### config.mk
export PLATFORM = sky130hd
export DESIGN_NAME = wid_top
export DESIGN_NICKNAME = d
export VERILOG_FILES = /design/src/wid_pkg.sv /design/src/wid_filter.sv /design/src/wid_top.sv
export SDC_FILE = /design/constraint.sdc
export NUM_CORES = 1
export LEC_CHECK = 0
export ABC_AREA = 1
export BUFFER_PORTS_ARGS = -buffer_cell sky130_fd_sc_hd__buf_2
export CORE_ASPECT_RATIO = 1.2
export CORE_UTILIZATION = 59
export DETAILED_ROUTE_END_ITERATION = 8
export PLACE_DENSITY = 0.82
export SETUP_SLACK_MARGIN = 0.1
export SYNTH_ARGS = -nofsm -noshare
export SYNTH_HDL_FRONTEND = slang
export SYNTH_SLANG_ARGS = --single-unit
### constraint.sdc
create_clock -name clk_i -period 4.1 [get_ports clk_i]
set_input_delay 0 -clock clk_i [delete_from_list [all_inputs] [get_ports clk_i]]
set_output_delay 0 -clock clk_i [all_outputs]
set_load 0.05 [all_outputs]
### src/wid_pkg.sv
// Package for the wake input detector: register map, reset values,
// operating modes and filter timing.
// Assumes a 125 MHz system clock and 32-bit AHB-Lite register access.
package wid_pkg;

    // ------------------------------------------------------------------
    // Register map, byte offsets
    // ------------------------------------------------------------------
    localparam logic [7:0] WAKE_ENABLE_CONTROL_OFS = 8'h00;
    localparam logic [7:0] PULL_CURRENT_CONTROL_OFS = 8'h04;
    localparam logic [7:0] FILTER_MODE_CONTROL_OFS = 8'h08;
    localparam logic [7:0] WAKE_SOURCE_STATUS_OFS = 8'h0C;
    localparam logic [7:0] ALT_WAKE_SOURCE_STATUS_OFS = 8'h10;
    localparam logic [7:0] PIN_LEVEL_STATUS_OFS = 8'h14;

    // ------------------------------------------------------------------
    // Field positions and reset values
    // ------------------------------------------------------------------
    localparam int MEASURE_PATH_ENABLE_BIT = 3;
    localparam logic [2:0] WAKE_ENABLE_RST = 3'h0;
    localparam logic [5:0] PULL_CURRENT_RST = 6'h00;
    localparam logic [5:0] FILTER_MODE_RST = 6'h00;
    localparam logic [1:0] PULL_NONE = 2'h0;
    localparam logic [1:0] PULL_DOWN = 2'h1;
    localparam logic [1:0] PULL_UP = 2'h2;
    localparam logic [1:0] PULL_AUTO = 2'h3;

    // ------------------------------------------------------------------
    // Timing
    // ------------------------------------------------------------------
    localparam int CLK_PERIOD_PS = 8000;
    localparam int SHORT_FILTER_TIME_US = 16;
    localparam int LONG_FILTER_TIME_US = 64;
    localparam int SHORT_FILTER_CYC =
        (SHORT_FILTER_TIME_US * 1000000 + CLK_PERIOD_PS - 1) / CLK_PERIOD_PS;
    localparam int LONG_FILTER_CYC =
        (LONG_FILTER_TIME_US * 1000000 + CLK_PERIOD_PS - 1) / CLK_PERIOD_PS;
    localparam int FILTER_CNT_W = 14;

    // ------------------------------------------------------------------
    // Operating modes of the chip, driven in by the mode controller
    // ------------------------------------------------------------------
    typedef enum logic [2:0] {
        MODE_NORMAL,
        MODE_STOP,
        MODE_SLEEP,
        MODE_FAILSAFE,
        MODE_RESTART
    } wid_mode_t;

    // Captured AHB-Lite address phase.
    typedef struct packed {
        logic valid;
        logic write;
        logic [7:0] addr;
    } wid_aphase_t;

endpackage

### src/wid_filter.sv
// Edge filter for one wake input: a level change must hold for the
// selected number of clock cycles before it is accepted.
// Assumes the level input is already synchronous to clk_i.
`timescale 1ns/100ps
module wid_filter #(
    parameter int SHORT_CYC = wid_pkg::SHORT_FILTER_CYC,
    parameter int LONG_CYC = wid_pkg::LONG_FILTER_CYC
) (
    // Clock and reset
    input wire logic clk_i,
    input wire logic sys_rst_i,
    // Control
    input wire logic level_i,
    input wire logic eval_i,
    input wire logic long_i,
    input wire logic gate_i,
    // Result
    output logic stable_o,
    output logic event_o
);

    logic [wid_pkg::FILTER_CNT_W-1:0] cnt_q, cnt_d, lim_w;
    logic stable_q, stable_d, event_q, event_d;

    assign lim_w = long_i ? wid_pkg::FILTER_CNT_W'(LONG_CYC - 1) :
                            wid_pkg::FILTER_CNT_W'(SHORT_CYC - 1);

    // ------------------------------------------------------------------
    // Filter counter
    // ------------------------------------------------------------------
    // A gated input tracks the pin silently, so that releasing the gate
    // does not report a stale change as a wake.
    always_comb begin
        cnt_d = cnt_q;
        stable_d = stable_q;
        event_d = 1'b0;
        if (gate_i) begin
            cnt_d = '0;
            stable_d = level_i;
        end else if (!eval_i) begin
            cnt_d = '0;
        end else if (level_i == stable_q) begin
            cnt_d = '0;
        end else if (cnt_q >= lim_w) begin
            stable_d = level_i;
            event_d = 1'b1;
            cnt_d = '0;
        end else begin
            cnt_d = cnt_q + 1'b1;
        end
    end

    always_ff @(posedge clk_i) begin
        if (sys_rst_i) begin
            cnt_q <= '0;
            stable_q <= 1'b0;
            event_q <= 1'b0;
        end else begin
            cnt_q <= cnt_d;
            stable_q <= stable_d;
            event_q <= event_d;
        end
    end

    assign stable_o = stable_q;
    assign event_o = event_q;

    chk_event_held: assert property (
        @(posedge clk_i) disable iff (sys_rst_i)
        event_q |-> ($past(level_i, 1) == $past(level_i, 2)) &&
                    ($past(level_i, 2) == $past(level_i, 3)))
        else $error("Filter accepted a level that did not hold.");

    chk_gate_quiet: assert property (
        @(posedge clk_i) disable iff (sys_rst_i)
        gate_i |=> !event_q)
        else $error("Gated input produced a wake event.");

endmodule

### src/wid_top.sv
// Wake input detector: three filtered wake pins, two alternate wake
// inputs, pull-current control, measurement path and AHB-Lite registers.
// Assumes pin levels, mode and timer windows are synchronous to clk_i.
//
// The address map and the AHB-Lite slave port were left to the implementer.
`timescale 1ns/100ps
module wid_top #(
    parameter int LONG_CYC = wid_pkg::LONG_FILTER_CYC
) (
    // Clock and reset
    input wire logic clk_i,
    input wire logic sys_rst_i,
    // AHB-Lite slave
    input wire logic hsel_i,
    input wire logic [31:0] haddr_i,
    input wire logic [1:0] htrans_i,
    input wire logic hwrite_i,
    input wire logic [2:0] hsize_i,
    input wire logic [31:0] hwdata_i,
    input wire logic hready_i,
    output logic hreadyout_o,
    output logic hresp_o,
    output logic [31:0] hrdata_o,
    // Wake pins and alternate wake inputs, comparator levels
    input wire logic [2:0] wake_pin_i,
    input wire logic [1:0] alternate_output_pins_i,
    input wire logic [1:0] alt_wake_cfg_i,
    // Chip state
    input wire logic [2:0] mode_i,
    input wire logic [1:0] cycle_window_i,
    input wire logic sleep_cmd_i,
    // Wake signalling
    output logic wake_irq_o,
    output logic wake_up_o,
    output logic sleep_ok_o,
    output logic spi_fail_o,
    output logic restart_req_o,
    // Analog controls
    output logic [2:0] pull_up_en_o,
    output logic [2:0] pull_dn_en_o,
    output logic measure_path_switch_o
);

    // ------------------------------------------------------------------
    // Register bus
    // ------------------------------------------------------------------
    wid_pkg::wid_aphase_t ap_q, ap_d;
    logic [31:0] rdata_q, rdata_d;
    logic [2:0] en_q, en_d;
    logic meas_q, meas_d;
    logic [5:0] pull_q, pull_d, flt_q, flt_d;
    logic [2:0] src_q, src_d, lvl_q, lvl_d, smp_q, smp_d;
    logic [1:0] alt_q, alt_d;
    logic [2:0] clr_w;
    logic [1:0] alt_clr_w;
    logic [2:0] ev_w, stab_w, gate_w, cyc_w, eval_w, long_w;
    logic [1:0] alt_ev_w;
    logic wr_w, awake_w, asleep_w;

    function automatic logic [31:0] rd_word(input logic [7:0] a,
                                           input logic [2:0] en,
                                           input logic meas,
                                           input logic [5:0] pull,
                                           input logic [5:0] flt,
                                           input logic [2:0] src,
                                           input logic [1:0] alt,
                                           input logic [2:0] lvl);
        logic [31:0] r;
        r = 32'h0;
        case (a)
            wid_pkg::WAKE_ENABLE_CONTROL_OFS: begin
                r[2:0] = en;
                r[wid_pkg::MEASURE_PATH_ENABLE_BIT] = meas;
            end
            wid_pkg::PULL_CURRENT_CONTROL_OFS: r[5:0] = pull;
            wid_pkg::FILTER_MODE_CONTROL_OFS: r[5:0] = flt;
            wid_pkg::WAKE_SOURCE_STATUS_OFS: r[2:0] = src;
            wid_pkg::ALT_WAKE_SOURCE_STATUS_OFS: r[1:0] = alt;
            wid_pkg::PIN_LEVEL_STATUS_OFS: r[2:0] = lvl;
            default: r = 32'h0;
        endcase
        return r;
    endfunction

    // Zero wait states: reads are looked up in the address phase so the
    // data phase can present them from a flip-flop.
    always_comb begin
        ap_d.valid = hsel_i & htrans_i[1] & hready_i;
        ap_d.write = hwrite_i;
        ap_d.addr = haddr_i[7:0];
        rdata_d = rdata_q;
        if (hsel_i & htrans_i[1] & hready_i & !hwrite_i) begin
            rdata_d = rd_word(haddr_i[7:0], en_q, meas_q, pull_q, flt_q,
                              src_q, alt_q, lvl_q);
        end
    end

    always_ff @(posedge clk_i) begin
        if (sys_rst_i) begin
            ap_q <= '0;
            rdata_q <= 32'h0;
        end else begin
            ap_q <= ap_d;
            rdata_q <= rdata_d;
        end
    end

    assign hreadyout_o = 1'b1;
    assign hresp_o = 1'b0;
    assign hrdata_o = rdata_q;
    assign wr_w = ap_q.valid & ap_q.write;
    assign clr_w = (wr_w && ap_q.addr == wid_pkg::WAKE_SOURCE_STATUS_OFS) ?
                   hwdata_i[2:0] : 3'h0;
    assign alt_clr_w =
        (wr_w && ap_q.addr == wid_pkg::ALT_WAKE_SOURCE_STATUS_OFS) ?
        hwdata_i[1:0] : 2'h0;

    // ------------------------------------------------------------------
    // Configuration registers
    // ------------------------------------------------------------------
    // Settings for gated pins still store; only their effect is masked.
    always_comb begin
        en_d = en_q;
        meas_d = meas_q;
        pull_d = pull_q;
        flt_d = flt_q;
        if (wr_w) begin
            case (ap_q.addr)
                wid_pkg::WAKE_ENABLE_CONTROL_OFS: begin
                    en_d = hwdata_i[2:0];
                    meas_d = hwdata_i[wid_pkg::MEASURE_PATH_ENABLE_BIT];
                end
                wid_pkg::PULL_CURRENT_CONTROL_OFS: pull_d = hwdata_i[5:0];
                wid_pkg::FILTER_MODE_CONTROL_OFS: flt_d = hwdata_i[5:0];
                default: en_d = en_q;
            endcase
        end
    end

    always_ff @(posedge clk_i) begin
        if (sys_rst_i) begin
            en_q <= wid_pkg::WAKE_ENABLE_RST;
            meas_q <= 1'b0;
            pull_q <= wid_pkg::PULL_CURRENT_RST;
            flt_q <= wid_pkg::FILTER_MODE_RST;
        end else begin
            en_q <= en_d;
            meas_q <= meas_d;
            pull_q <= pull_d;
            flt_q <= flt_d;
        end
    end

    // ------------------------------------------------------------------
    // Filters
    // ------------------------------------------------------------------
    // Cyclic mode relies on the host powering the pin's circuit from the
    // same timer; outside the window the pin is simply not looked at.
    genvar gi;
    generate
        for (gi = 0; gi < 3; gi++) begin : g_pin
            assign gate_w[gi] = (gi < 2) ? meas_q : 1'b0;
            assign cyc_w[gi] = flt_q[2*gi+1];
            assign eval_w[gi] = cyc_w[gi] ?
                cycle_window_i[flt_q[2*gi]] : 1'b1;
            assign long_w[gi] = !flt_q[2*gi+1] & flt_q[2*gi];
            wid_filter #(
                .SHORT_CYC(wid_pkg::SHORT_FILTER_CYC),
                .LONG_CYC(LONG_CYC)
            ) u_filt (
                .clk_i(clk_i),
                .sys_rst_i(sys_rst_i),
                .level_i(wake_pin_i[gi]),
                .eval_i(eval_w[gi]),
                .long_i(long_w[gi]),
                .gate_i(gate_w[gi]),
                .stable_o(stab_w[gi]),
                .event_o(ev_w[gi])
            );
        end
        for (gi = 0; gi < 2; gi++) begin : g_alt
            wid_filter #(
                .SHORT_CYC(wid_pkg::SHORT_FILTER_CYC),
                .LONG_CYC(LONG_CYC)
            ) u_filt (
                .clk_i(clk_i),
                .sys_rst_i(sys_rst_i),
                .level_i(alternate_output_pins_i[gi]),
                .eval_i(1'b1),
                .long_i(1'b0),
                .gate_i(!alt_wake_cfg_i[gi]),
                .stable_o(),
                .event_o(alt_ev_w[gi])
            );
        end
    endgenerate

    // ------------------------------------------------------------------
    // Status, signalling and analog controls
    // ------------------------------------------------------------------
    logic irq_q, irq_d, wku_q, wku_d, ok_q, ok_d, fail_q, fail_d;
    logic sw_q, sw_d;
    logic [2:0] pu_q, pu_d, pd_q, pd_d;
    logic [2:0] qual_w;
    logic [1:0] pm;

    assign awake_w = mode_i == wid_pkg::MODE_NORMAL ||
                     mode_i == wid_pkg::MODE_STOP;
    assign asleep_w = mode_i == wid_pkg::MODE_SLEEP ||
                      mode_i == wid_pkg::MODE_FAILSAFE;
    assign qual_w = ev_w & en_q & ~gate_w;

    always_comb begin
        src_d = (src_q & ~clr_w) | qual_w;
        alt_d = (alt_q & ~alt_clr_w) | alt_ev_w;
        smp_d = smp_q;
        lvl_d = lvl_q;
        pu_d = 3'h0;
        pd_d = 3'h0;
        for (int i = 0; i < 3; i++) begin
            if (cyc_w[i] && eval_w[i]) begin
                smp_d[i] = wake_pin_i[i];
            end
            if (awake_w && !gate_w[i]) begin
                lvl_d[i] = cyc_w[i] ? smp_q[i] : wake_pin_i[i];
            end
            pm = pull_q[2*i +: 2];
            if (!gate_w[i]) begin
                pu_d[i] = pm == wid_pkg::PULL_UP ||
                          (pm == wid_pkg::PULL_AUTO && stab_w[i]);
                pd_d[i] = pm == wid_pkg::PULL_DOWN ||
                          (pm == wid_pkg::PULL_AUTO && !stab_w[i]);
            end
        end
        irq_d = awake_w && (|qual_w || |alt_ev_w);
        wku_d = asleep_w && (|qual_w || |alt_ev_w);
        fail_d = sleep_cmd_i && meas_q && !en_q[2] && |en_q[1:0];
        ok_d = sleep_cmd_i && !fail_d;
        sw_d = meas_q && mode_i == wid_pkg::MODE_NORMAL;
    end

    always_ff @(posedge clk_i) begin
        if (sys_rst_i) begin
            src_q <= 3'h0;
            alt_q <= 2'h0;
            smp_q <= 3'h0;
            lvl_q <= 3'h0;
            pu_q <= 3'h0;
            pd_q <= 3'h0;
            irq_q <= 1'b0;
            wku_q <= 1'b0;
            fail_q <= 1'b0;
            ok_q <= 1'b0;
            sw_q <= 1'b0;
        end else begin
            src_q <= src_d;
            alt_q <= alt_d;
            smp_q <= smp_d;
            lvl_q <= lvl_d;
            pu_q <= pu_d;
            pd_q <= pd_d;
            irq_q <= irq_d;
            wku_q <= wku_d;
            fail_q <= fail_d;
            ok_q <= ok_d;
            sw_q <= sw_d;
        end
    end

    assign wake_irq_o = irq_q;
    assign wake_up_o = wku_q;
    assign spi_fail_o = fail_q;
    assign restart_req_o = fail_q;
    assign sleep_ok_o = ok_q;
    assign pull_up_en_o = pu_q;
    assign pull_dn_en_o = pd_q;
    assign measure_path_switch_o = sw_q;

    // ------------------------------------------------------------------
    // Checks
    // ------------------------------------------------------------------
    chk_irq_awake: assert property (
        @(posedge clk_i) disable iff (sys_rst_i)
        wake_irq_o |-> $past(mode_i) == wid_pkg::MODE_NORMAL ||
                       $past(mode_i) == wid_pkg::MODE_STOP)
        else $error("Wake interrupt outside normal or stop mode.");

    chk_wake_asleep: assert property (
        @(posedge clk_i) disable iff (sys_rst_i)
        wake_up_o |-> $past(mode_i) == wid_pkg::MODE_SLEEP ||
                      $past(mode_i) == wid_pkg::MODE_FAILSAFE)
        else $error("Wake-up outside sleep or fail-safe mode.");

    chk_flag_sticky: assert property (
        @(posedge clk_i) disable iff (sys_rst_i)
        1'b1 |=> (src_q & $past(src_q & ~clr_w)) == $past(src_q & ~clr_w))
        else $error("Wake source flag dropped without a clear.");

    chk_flag_enabled: assert property (
        @(posedge clk_i) disable iff (sys_rst_i)
        1'b1 |=> (src_q & ~$past(src_q) & ~$past(en_q)) == 3'h0)
        else $error("Disabled pin set its wake source flag.");

    chk_meas_pulls: assert property (
        @(posedge clk_i) disable iff (sys_rst_i)
        meas_q && $past(meas_q) |->
            pull_up_en_o[1:0] == 2'h0 && pull_dn_en_o[1:0] == 2'h0)
        else $error("Pull current active on a gated pin.");

    chk_switch_normal: assert property (
        @(posedge clk_i) disable iff (sys_rst_i)
        measure_path_switch_o |-> $past(mode_i) == wid_pkg::MODE_NORMAL &&
                                  $past(meas_q))
        else $error("Measurement switch closed outside normal mode.");

    chk_sleep_fail: assert property (
        @(posedge clk_i) disable iff (sys_rst_i)
        sleep_cmd_i && meas_q && !en_q[2] && en_q[1:0] != 2'h0 |=>
            spi_fail_o && restart_req_o && !sleep_ok_o)
        else $error("Sleep with only gated wake pins was not refused.");

    chk_auto_pull: assert property (
        @(posedge clk_i) disable iff (sys_rst_i)
        pull_q[5:4] == wid_pkg::PULL_AUTO && stab_w[2] |=>
            pull_up_en_o[2] && !pull_dn_en_o[2])
        else $error("Automatic pull did not follow a high level.");

    chk_level_hold: assert property (
        @(posedge clk_i) disable iff (sys_rst_i)
        mode_i == wid_pkg::MODE_SLEEP |=> $stable(lvl_q))
        else $error("Level status changed in sleep mode.");

endmodule

# [Yosys cells after proc, flatten, opt, wreduce, memory -nomap -nowiden]
# Cells that the tools add are included.
[word_totals] ff_bits=134 inputBits=87 out_inout_bits=46 word_cells=213
[classes] n_addsub=5 order_cmp=8 n_eq_ne=32 muxes=40 bitwise=22 n_reduce_logical=67
[ops] operator="adder 14 x 1 -> 14 bit (second input constant)" count=5
[ops] operator=">= comparator 14 bit" count=3
[ops] operator="two-way mux 13 bit" count=3
[ops] operator="== test 8 x 4 -> 1 bit (second input constant)" count=4
[ops] operator="two-way mux 1 bit" count=31
[ops] operator=">= comparator 14 x 11 -> 1 bit (second input constant)" count=2
[ops] operator="== test 8 x 5 -> 1 bit (second input constant)" count=3
[ops] operator="OR reduction 4 bit" count=5
[ops] operator="logical AND 1 bit" count=19
[ops] operator="== test 8 x 3 -> 1 bit (second input constant)" count=2
[ops] operator="zero test 8 bit" count=2
[ops] operator="== test 2 bit (second input constant)" count=6
[ops] operator="one-hot mux 2 bit (6 select lines)" count=1
[ops] operator="OR reduction 3 bit" count=4
[ops] operator="zero test 1 bit" count=10
[ops] operator="AND reduction 2 bit" count=5
[ops] operator="OR reduction 5 bit" count=2
[ops] operator="AND 3 bit" count=3
[ops] operator="logical OR 1 bit" count=9
[ops] operator="AND reduction 3 bit" count=3
[ops] operator="!= test 2 bit (second input constant)" count=4
[ops] operator="nonzero test 2 bit" count=4
[ops] operator="AND 1 bit" count=7
[ops] operator="== test 2 x 1 -> 1 bit (second input constant)" count=3
[ops] operator="19 further kinds" count=34

# [Logic depth before layout (Yosys ltp)]
# Gate-level depths: netlist of run 1.
[logic_depth] ltp_word=8 mapped_depth=13 mapped_depth_nobuf=13

# [By module]
# Synthesis of run 1 repeated with hierarchy kept, for this count alone.
[unflattened] cells_unflattened=932 area_unflattened_um2=7101.8
[modules_own_cells] module="wid_filter (g_alt[0].u_filt ...)" instances=4 cells_each=115 area_each_um2=895.9 seq_area_each_um2=320.3
[modules_own_cells] module="wid_top" instances=1 cells_each=350 area_each_um2=2593.7 seq_area_each_um2=1081.0
[modules_own_cells] module="wid_filter (g_pin[2].u_filt)" instances=1 cells_each=122 area_each_um2=924.6 seq_area_each_um2=320.3

# [Least setup slack after synthesis of run 1]
# No wires, ideal clock.
[synth_path] path_kind="reg-to-reg" startpoint="reg flt_q[0]" endpoint="reg g_pin[0].u_filt.stable_q" setup_ps=115 t_arrival_ps=1690 required_ps=3985 slack_ps=2295 stages_incl_launch_ff=13 path_buffers=0 synth_period_minus_slack_ps=1805 path_cell_list="dfxtp_1 -> inv_1 -> nor2_1 -> inv_1 -> ha_1 -> nand2_1 -> inv_1 -> nand2_1 -> nor2_1 -> nor2_1 -> nand3_1 -> a21oi_1 -> nor2_1"
[synth_via] elab_chain_len=5 word_cells_on_any_way=9
[synth_lines] element="from (decl)" line="wid_top.sv:51" source="logic [5:0] pull_q, pull_d, flt_q, flt_d;"
[synth_lines] element="from (signal assigned)" line="wid_top.sv:145" source="flt_q <= wid_pkg::FILTER_MODE_RST;"
[synth_lines] element="from (signal assigned)" line="wid_top.sv:150" source="flt_q <= flt_d;"
[synth_lines] element="AND 1 bit or two-way mux 1 bit (tied branches)" line="wid_top.sv:166, wid_top.sv:165"
[synth_lines] element="two-way mux 13 bit or two-way mux 1 bit (tied branches)" line="wid_filter.sv:25, wid_top.sv:165"
[synth_lines] element=">= comparator 14 bit or two-way mux 1 bit (tied branches)" line="wid_filter.sv:44, wid_top.sv:164"
[synth_lines] element="nonzero test 2 bit (no line)"
[synth_lines] element="AND reduction 3 bit (no line) (*)"
[synth_lines] element="to (signal assigned)" line="wid_filter.sv:60" source="stable_q <= stable_d;"
[synth_lines] element="to (decl)" line="wid_filter.sv:23" source="logic stable_q, stable_d, event_q, event_d;"
# Mark *: on every way between the ends. The rest lies on a longest branch, timed or not. The select of a mux whose other input is x is not followed.
# A chain may end at the register's enable or synchronous reset.

# [Worst setup path after layout of run 1]
[layout_path] startpoint="reg g_alt[0].u_filt.cnt_q[0] (netlist bit)" endpoint="reg g_alt[0].u_filt.stable_q"
[layout_via] elab_chain_len=3
[layout_lines] element="from (decl)" line="wid_filter.sv:22" source="logic [wid_pkg::FILTER_CNT_W-1:0] cnt_q, cnt_d, lim_w;"
[layout_lines] element="from (signal assigned)" line="wid_filter.sv:59" source="cnt_q <= cnt_d;"
[layout_lines] element=">= comparator 14 x 11 -> 1 bit" line="wid_filter.sv:44" source="end else if (cnt_q >= lim_w) begin"
[layout_lines] element="!= test 2 x 1 -> 1 bit (no line)"
[layout_lines] element="AND reduction 2 bit (no line)"
[layout_lines] element="to (signal assigned)" line="wid_filter.sv:60"
[layout_lines] element="to (decl)" line="wid_filter.sv:23"
# Every way passes these cells.

==> metrics.txt, run 1 <==
crit path cell chain=ha_1, nand3_1, nand2_1, o21ai_1, nand3_1, nand2_1, dlygate4sd3_1, nand2_1, nor2_1, dlygate4sd3_1; Req. time, crit path=4.46 ns; CP Max Fanout=4; Tightest Pin Transition=just over 0.8 ns; vias in the first global route=between 5000 and 6000; P_leak=3.22 nW; Pint=approximately 2.4 mW; Initial Util=0.617; die area=~0.011 mm2; maxcap violations=0; Worst Path Arrival=about 2.9 ns; Hold Startpoint=sys_rst_i; Die Y=around 110 um; Placer Congestion=around 0.9; top-area cell type share of the netlist area=0.428; Avg Vias per Cell=5.12; clock-pin slew on the worst setup and hold paths=0.06 ns; Pre-antenna DRT Iters=4; per-cell routed wire length=approximately 12 um; RSZ-0062 raised after global routing=false; Slowest cell on crit path=dlygate4sd3_1; synthesized area per cell=7.32 um2; switching fraction of total power=0.235; async set-reset flop share out of synthesis=0; Tcrit/Tclk final=0.607; Post-synth EDFFs=0; post-detail-place hpwl=9060 um; Gate power share=0.062; Synth Warn #=0; Clock Sinks=roughly 130; skew final=roughly 0.0066 ns; Post-Syn Area=~0.0063 mm2; H-tree Lvls=4; relative slew slack=0.448; CTS Root Cell=clkbuf_16; Buffers on Ports=50; initial antenna violation count=0; Slew Limit Fails=0; Setup Total Neg Slack=0 ns; Worst Hold Depth=2; final setup fails=0; core area=between 0.01 and 0.015 mm2; Pwr per Cell Area=roughly 420 mW/mm2; clock latency at the later pin of the worst-skew pair=approximately 0.42 ns; Final min period=2.49 ns; critical path startpoint category=flop; CTS tree=built; cts repair resizes=0; final cell count without fillers=roughly 1100; Cells after Synth=around 860; placed insts=about 1000; top_reg_cell synth=dfxtp_1; layout cells sized above 1=0.110; worst r2r dst=g_alt[0].u_filt.stable_o; Hold Vio Cnt, Final=0; Synth cell types=39; CP delay by family, top=buffers and inverters; Worst Hold Class=primary input to flop; DRC Markers=0; GRT Overall Usage=0.268; Synth area leaders=dfxtp_1 (43%), nand2_1 (9.1%), nor2_1 (7.5%); global route total overflow=0; total chip power=3.14 mW; outcome=complete, no violations; Seq cells post-synth=~130; antenna viol nets, final=0; postcts setup bufs=0; Routed WL=between 10000 and 15000 um; Buf+Inv Stages, Crit Path=2; CP endpoint kind=flop; Horiz. Die Dim=96.1 um; FMAX=roughly 400 MHz; Worst VDD drop=0.273 mV; r2r startpoint=g_alt[0].u_filt.cnt_q[0]; sequential share of power=0.425; Iter 0 DRT Violations=between 200 and 300; FF-to-FF path depth=10; P&R area growth vs syn=19.3%; largest net degree at the start of global routing=32; crit-path max cell delay=roughly 0.56 ns; CTS buffer count=17; Clock power frac=0.513; hold path endpoint=ap_q[9]; n_diodes=0; via count=around 5600; leading area contributor after synthesis=dfxtp_1; sequential share of the synthesized area=0.428; Core Rows=40; top-level I/O count=133; Nets=about 1100; P_sw=around 740 uW; first-pass GRT wire length=23000 um; CTS Buffer Depth=2; FF-to-FF setup slack=approximately 1.6 ns; hold buffers post-CTS=35; WP depth=10; Critical Path Most Common Cell=nand2_1; kind of critical path=flop to flop
==> worst max path at each step <==
stage / slack, ns / endpoint / start
after global routing: 1.41 / g_alt[0].u_filt.stable_o / g_alt[0].u_filt.cnt_q[0]
after CTS: 1.67 / g_alt[0].u_filt.stable_o / g_alt[0].u_filt.cnt_q[0]
after global placement: 1.90 / g_pin[1].u_filt.cnt_q[8] / flt_q[2]
after floorplan: 2.30 / g_pin[0].u_filt.stable_o / flt_q[0]
after detailed placement: 1.87 / g_pin[1].u_filt.cnt_q[8] / flt_q[2]
final: 1.61 / g_alt[0].u_filt.stable_o / g_alt[0].u_filt.cnt_q[0]
==> per-layer routing <==
metal	up-vias	track usage	routed length, um
met4	0	0.121	350
met2	137	0.464	6670
met3	31	0.0728	690
met1	2526	0.305	5780
li1	2885	-	-
met5	-	0	0
==> synthesized netlist by cell type, types with 3 or more instances <==
master	instances
nor3_1	32
nand3_1	58
nor4_1	3
nor2_1	125
xnor2_1	7
clkbuf_1	3
nand4_1	6
buf_4	29
buf_2	7
o21ai_0	44
nand2_1	152
a21oi_1	59
a211oi_1	4
or2_2	4
nor2_2	10
xor2_1	14
nor3_2	4
ha_1	23
inv_1	109
a31oi_1	4
dfxtp_1	134
==> sequential cells by signal, indices dropped and copies added (netlist names), 3 cells and up <==
register and count:
g_pin.u_filt.cnt_q 42, g_alt.u_filt.cnt_q 28, ap_q 10, flt_q 6
hrdata_o 6, pull_q 6, en_q 3, g_pin.u_filt.event_o 3
g_pin.u_filt.stable_o 3, lvl_q 3, pull_dn_en_o 3, pull_up_en_o 3
smp_q 3, src_q 3
==> stage by stage <==
step	instance area, um2	hold slack (ns)	utilization	setup WS (ns)
after CTS	7480	0.0634	0.737	1.67
after global placement	6510	0.186	0.640	1.90
after global routing	7480	0.0875	0.737	1.41
after floorplan	6390	0.0781	-	2.30
after detailed placement	6510	0.183	0.640	1.87
final	7480	0.0727	0.737	1.61
==> placed cells by master (no fill, tap or decap), types with 17 or more instances in the layout <==
master and instances:
inv_1 109, clkbuf_16 17, ha_1 23, buf_2 50, nand3_1 58, nor2_1 125
dfxtp_1 134, a21oi_1 59, o21ai_0 44, nor3_1 32, nand2_1 152, dlygate4sd3_1 35
conb_1 34
==> power groups by stage <==
stage | Sequential, mW | Combinational (mW) | Clock [mW]
final | 1.33 | 0.195 | 1.61
after global routing | 1.34 | 0.214 | 1.68
after CTS | 1.33 | 0.191 | 1.62
after detailed placement | 1.36 | 0.165 | 0
after global placement | 1.36 | 0.164 | 0
after floorplan | 1.37 | 0.141 | 0
==> cell families (layout without fill, tap and decap cells) <==
logic type / after synthesis / after routing / share of synthesized area
other cells: 2 / 34 / 0.00120
fa+ha+maj: 23 / 23 / 0.0459
flops: 134 / 134 / 0.428
xor+xnor: 21 / 21 / 0.0293
compound gates: 117 / 117 / 0.0983
simple gates: 406 / 406 / 0.284
buf+inv: 154 / 228 / 0.113
==> area by class of cell <==
cell class / count / area (um2)
multi-input cells: 601 / 3000
flip-flops and latches: 134 / 2680
fillers: 779 / 2680
repair buffers: 85 / 601
clock buffers: 18 / 429
inverters: 111 / 417
clock inverters: 14 / 198
well taps: 126 / 158
Power figures use the tool's default switching activity.
==> run 2: changes to the inputs <==
--- a/config.mk
+++ b/config.mk
@@ -8,9 +8,9 @@
 export ABC_AREA = 1
 export BUFFER_PORTS_ARGS = -buffer_cell sky130_fd_sc_hd__buf_2
 export CORE_ASPECT_RATIO = 1.2
-export CORE_UTILIZATION = 59
+export CORE_UTILIZATION = 49
 export DETAILED_ROUTE_END_ITERATION = 8
-export PLACE_DENSITY = 0.82
+export PLACE_DENSITY = 0.73
 export SETUP_SLACK_MARGIN = 0.1
 export SYNTH_ARGS = -nofsm -noshare
 export SYNTH_HDL_FRONTEND = slang
==> constraint.sdc (replaced) <==
create_clock -name clk_i -period 2.1 [get_ports clk_i]
set_input_delay 0 -clock clk_i [delete_from_list [all_inputs] [get_ports clk_i]]
set_output_delay 0 -clock clk_i [all_outputs]
set_load 0.05 [all_outputs]
==> metrics.txt, run 2 (same netlist as run 1, synthesis figures left out) <==
per-cell routed wire length=11.7 um (-5.5%); CTS Buffer Depth=2 (unchanged); Worst Path Arrival=2.20 ns (-0.65 ns); Setup Total Neg Slack=0 ns (unchanged); Iter 0 DRT Violations=189 (-33%); Tightest Pin Transition=0.558 ns (-0.269 ns); CTS buffer count=17 (unchanged); pre-CTS setup slack=0.0743 ns (-1.80 ns); Buffers on Ports=50 (unchanged); initial antenna violation count=0 (unchanged); most frequent cells in the layout=nand2_1 (152), dfxtp_1 (133), nor2_1 (120); final cell count without fillers=1133 (+4.0%); most common cell after layout, fill and taps aside=nand2_1; Largest Register=g_pin.u_filt.cnt_q; Hold Slack=0.0269 ns (-0.0458 ns); clock latency at the later pin of the worst-skew pair=0.41 ns (about the same); Horiz. Die Dim=105 um (+9.5%); met1 Track Usage GR=0.236 (-0.0697); H-tree Lvls=4 (unchanged); Pwr per Cell Area=804 mW/mm2 (+92%); vias in the first global route=5159 (-4.1%); Die Y=126 um (+9.6%); top-level I/O count=133 (unchanged); Core Rows=44 (+10%); Avg Vias per Cell=4.81 (-6.1%); CTS tree=built; biggest regs=g_pin.u_filt.cnt_q (42), g_alt.u_filt.cnt_q (28), ap_q (10); FMAX=542 MHz (+35%); Hold Vio Cnt, Final=0 (unchanged); Nets=1069 (+0.85%); n_diodes=0 (unchanged); Worst VDD drop=0.399 mV (+46%); via count=5449 (-2.3%); Placer Congestion=0.883 (+0.20%); first-pass GRT wire length=22600 um (-1.9%); Worst Hold Class=primary input to flop; design area=0.00766 mm2 (+2.4%); crit path setup slack, layout=0.253 ns (-1.36 ns); kind of critical path=flop to flop; die area=0.0133 mm2 (+20%); Slew Limit Fails=0 (unchanged); placed inst area=0.00662 mm2 (+1.7%); Initial Util=0.511 (-0.106); global route total overflow=0 (unchanged); maxcap violations=0 (unchanged); layout cells sized above 1=0.132 (+0.0216); RSZ-0062 raised after global routing=false; Final min period=1.85 ns (-0.641 ns); P&R area growth vs syn=22.1%; CP endpoint kind=flop; GRT Overall Usage=0.211 (-0.0573); P_leak=3.28 nW (+1.7%); max FFs per register=42 (unchanged); Req. time, crit path=2.45 ns (-2.01 ns); Pre-antenna DRT Iters=4 (unchanged); Clock Sinks=134 (unchanged); placed insts=1066 (+4.3%); CTS Root Cell=clkbuf_16; antenna viol nets, final=0 (unchanged); met2 GRT Util=0.384 (-0.0803); DRC Markers=0 (unchanged); Routed WL=13300 um (-1.7%); Tcrit/Tclk final=0.879 (+0.273); skew final=0.00557 ns (-0.000998 ns); final setup fails=0 (unchanged); post-detail-place hpwl=9420 um (+3.9%); grt peak-use layer=met2; clock-pin slew on the worst setup and hold paths=0.06 ns (about the same); largest net degree at the start of global routing=29 (-9.4%); relative slew slack=0.625 (+0.177); CP Max Fanout=4 (unchanged); core area=0.0123 mm2 (+21%); critical path startpoint category=flop; grt met3 use=0.0466 (-0.0262); outcome=complete, no violations
## run 2: final cells by class
class | instances | area, um2
sequential | 134 | 2680
clock inverter | 14 | 199
timing repair buffer | 94 | 678
fill | 1065 | 4620
tap | 161 | 201
clock buffer | 18 | 439
multi-input combinational | 601 | 3040
inverter | 111 | 417
## run 2: layer usage
| layer | share of wire | wire length (um) |
|---|---|---|
| met5 | 0 | 0 |
| met4 | 0.023 | 311 |
| met3 | 0.038 | 505 |
| met1 | 0.43 | 5760 |
| met2 | 0.50 | 6690 |
## run 2: power by group
| group | switching, mW | internal, mW |
|---|---|---|
| Sequential | 0.0211 | 2.58 |
| Clock | 1.13 | 2.03 |
| Combinational | 0.272 | 0.119 |
| Total | 1.43 | 4.73 |
## run 2: worst max-delay path, stage by stage (launching register included)
cell and delay, ns:
dfxtp_1 0.33, ha_2 0.20, nand3_1 0.10, nand2_1 0.08, o21ai_2 0.21, nand3_2 0.11, nand2_1 0.07, dlygate4sd3_1 0.54
nand2_1 0.05, nor2_1 0.09
## run 2: path summary, 6_finish.rpt
| check | from | to | slack, ns | cells past startpoint |
|---|---|---|---|---|
| setup / recovery | g_alt[0].u_filt.cnt_q[0] | g_alt[0].u_filt.stable_o | 0.25 | 9 |
| hold / removal | sys_rst_i | smp_q[0] | 0.03 | 2 |
| setup reg to reg | g_alt[0].u_filt.cnt_q[0] | g_alt[0].u_filt.stable_o | 0.25 | 9 |
| hold reg to reg | g_pin[2].u_filt.stable_o | pull_dn_en_o[2] | 0.44 | 1 |
## run 2: repair_timing
action                                 4_1_cts  5_1_grt
gates resized for setup                      1       12
hold buffers                                34        0
setup endpoints to repair                   11       48
pin swaps                                    1        2
endpoints found under the hold margin       48        0
setup buffers                                1        0
## run 2: through the flow
stage	utilization	power, mW
2_1_floorplan	-	2.95
3_3_place_gp	0.539	2.99
3_5_place_dp	0.539	2.99
4_1_cts	0.621	6.20
5_1_grt	0.624	6.37
6_report	0.624	6.16
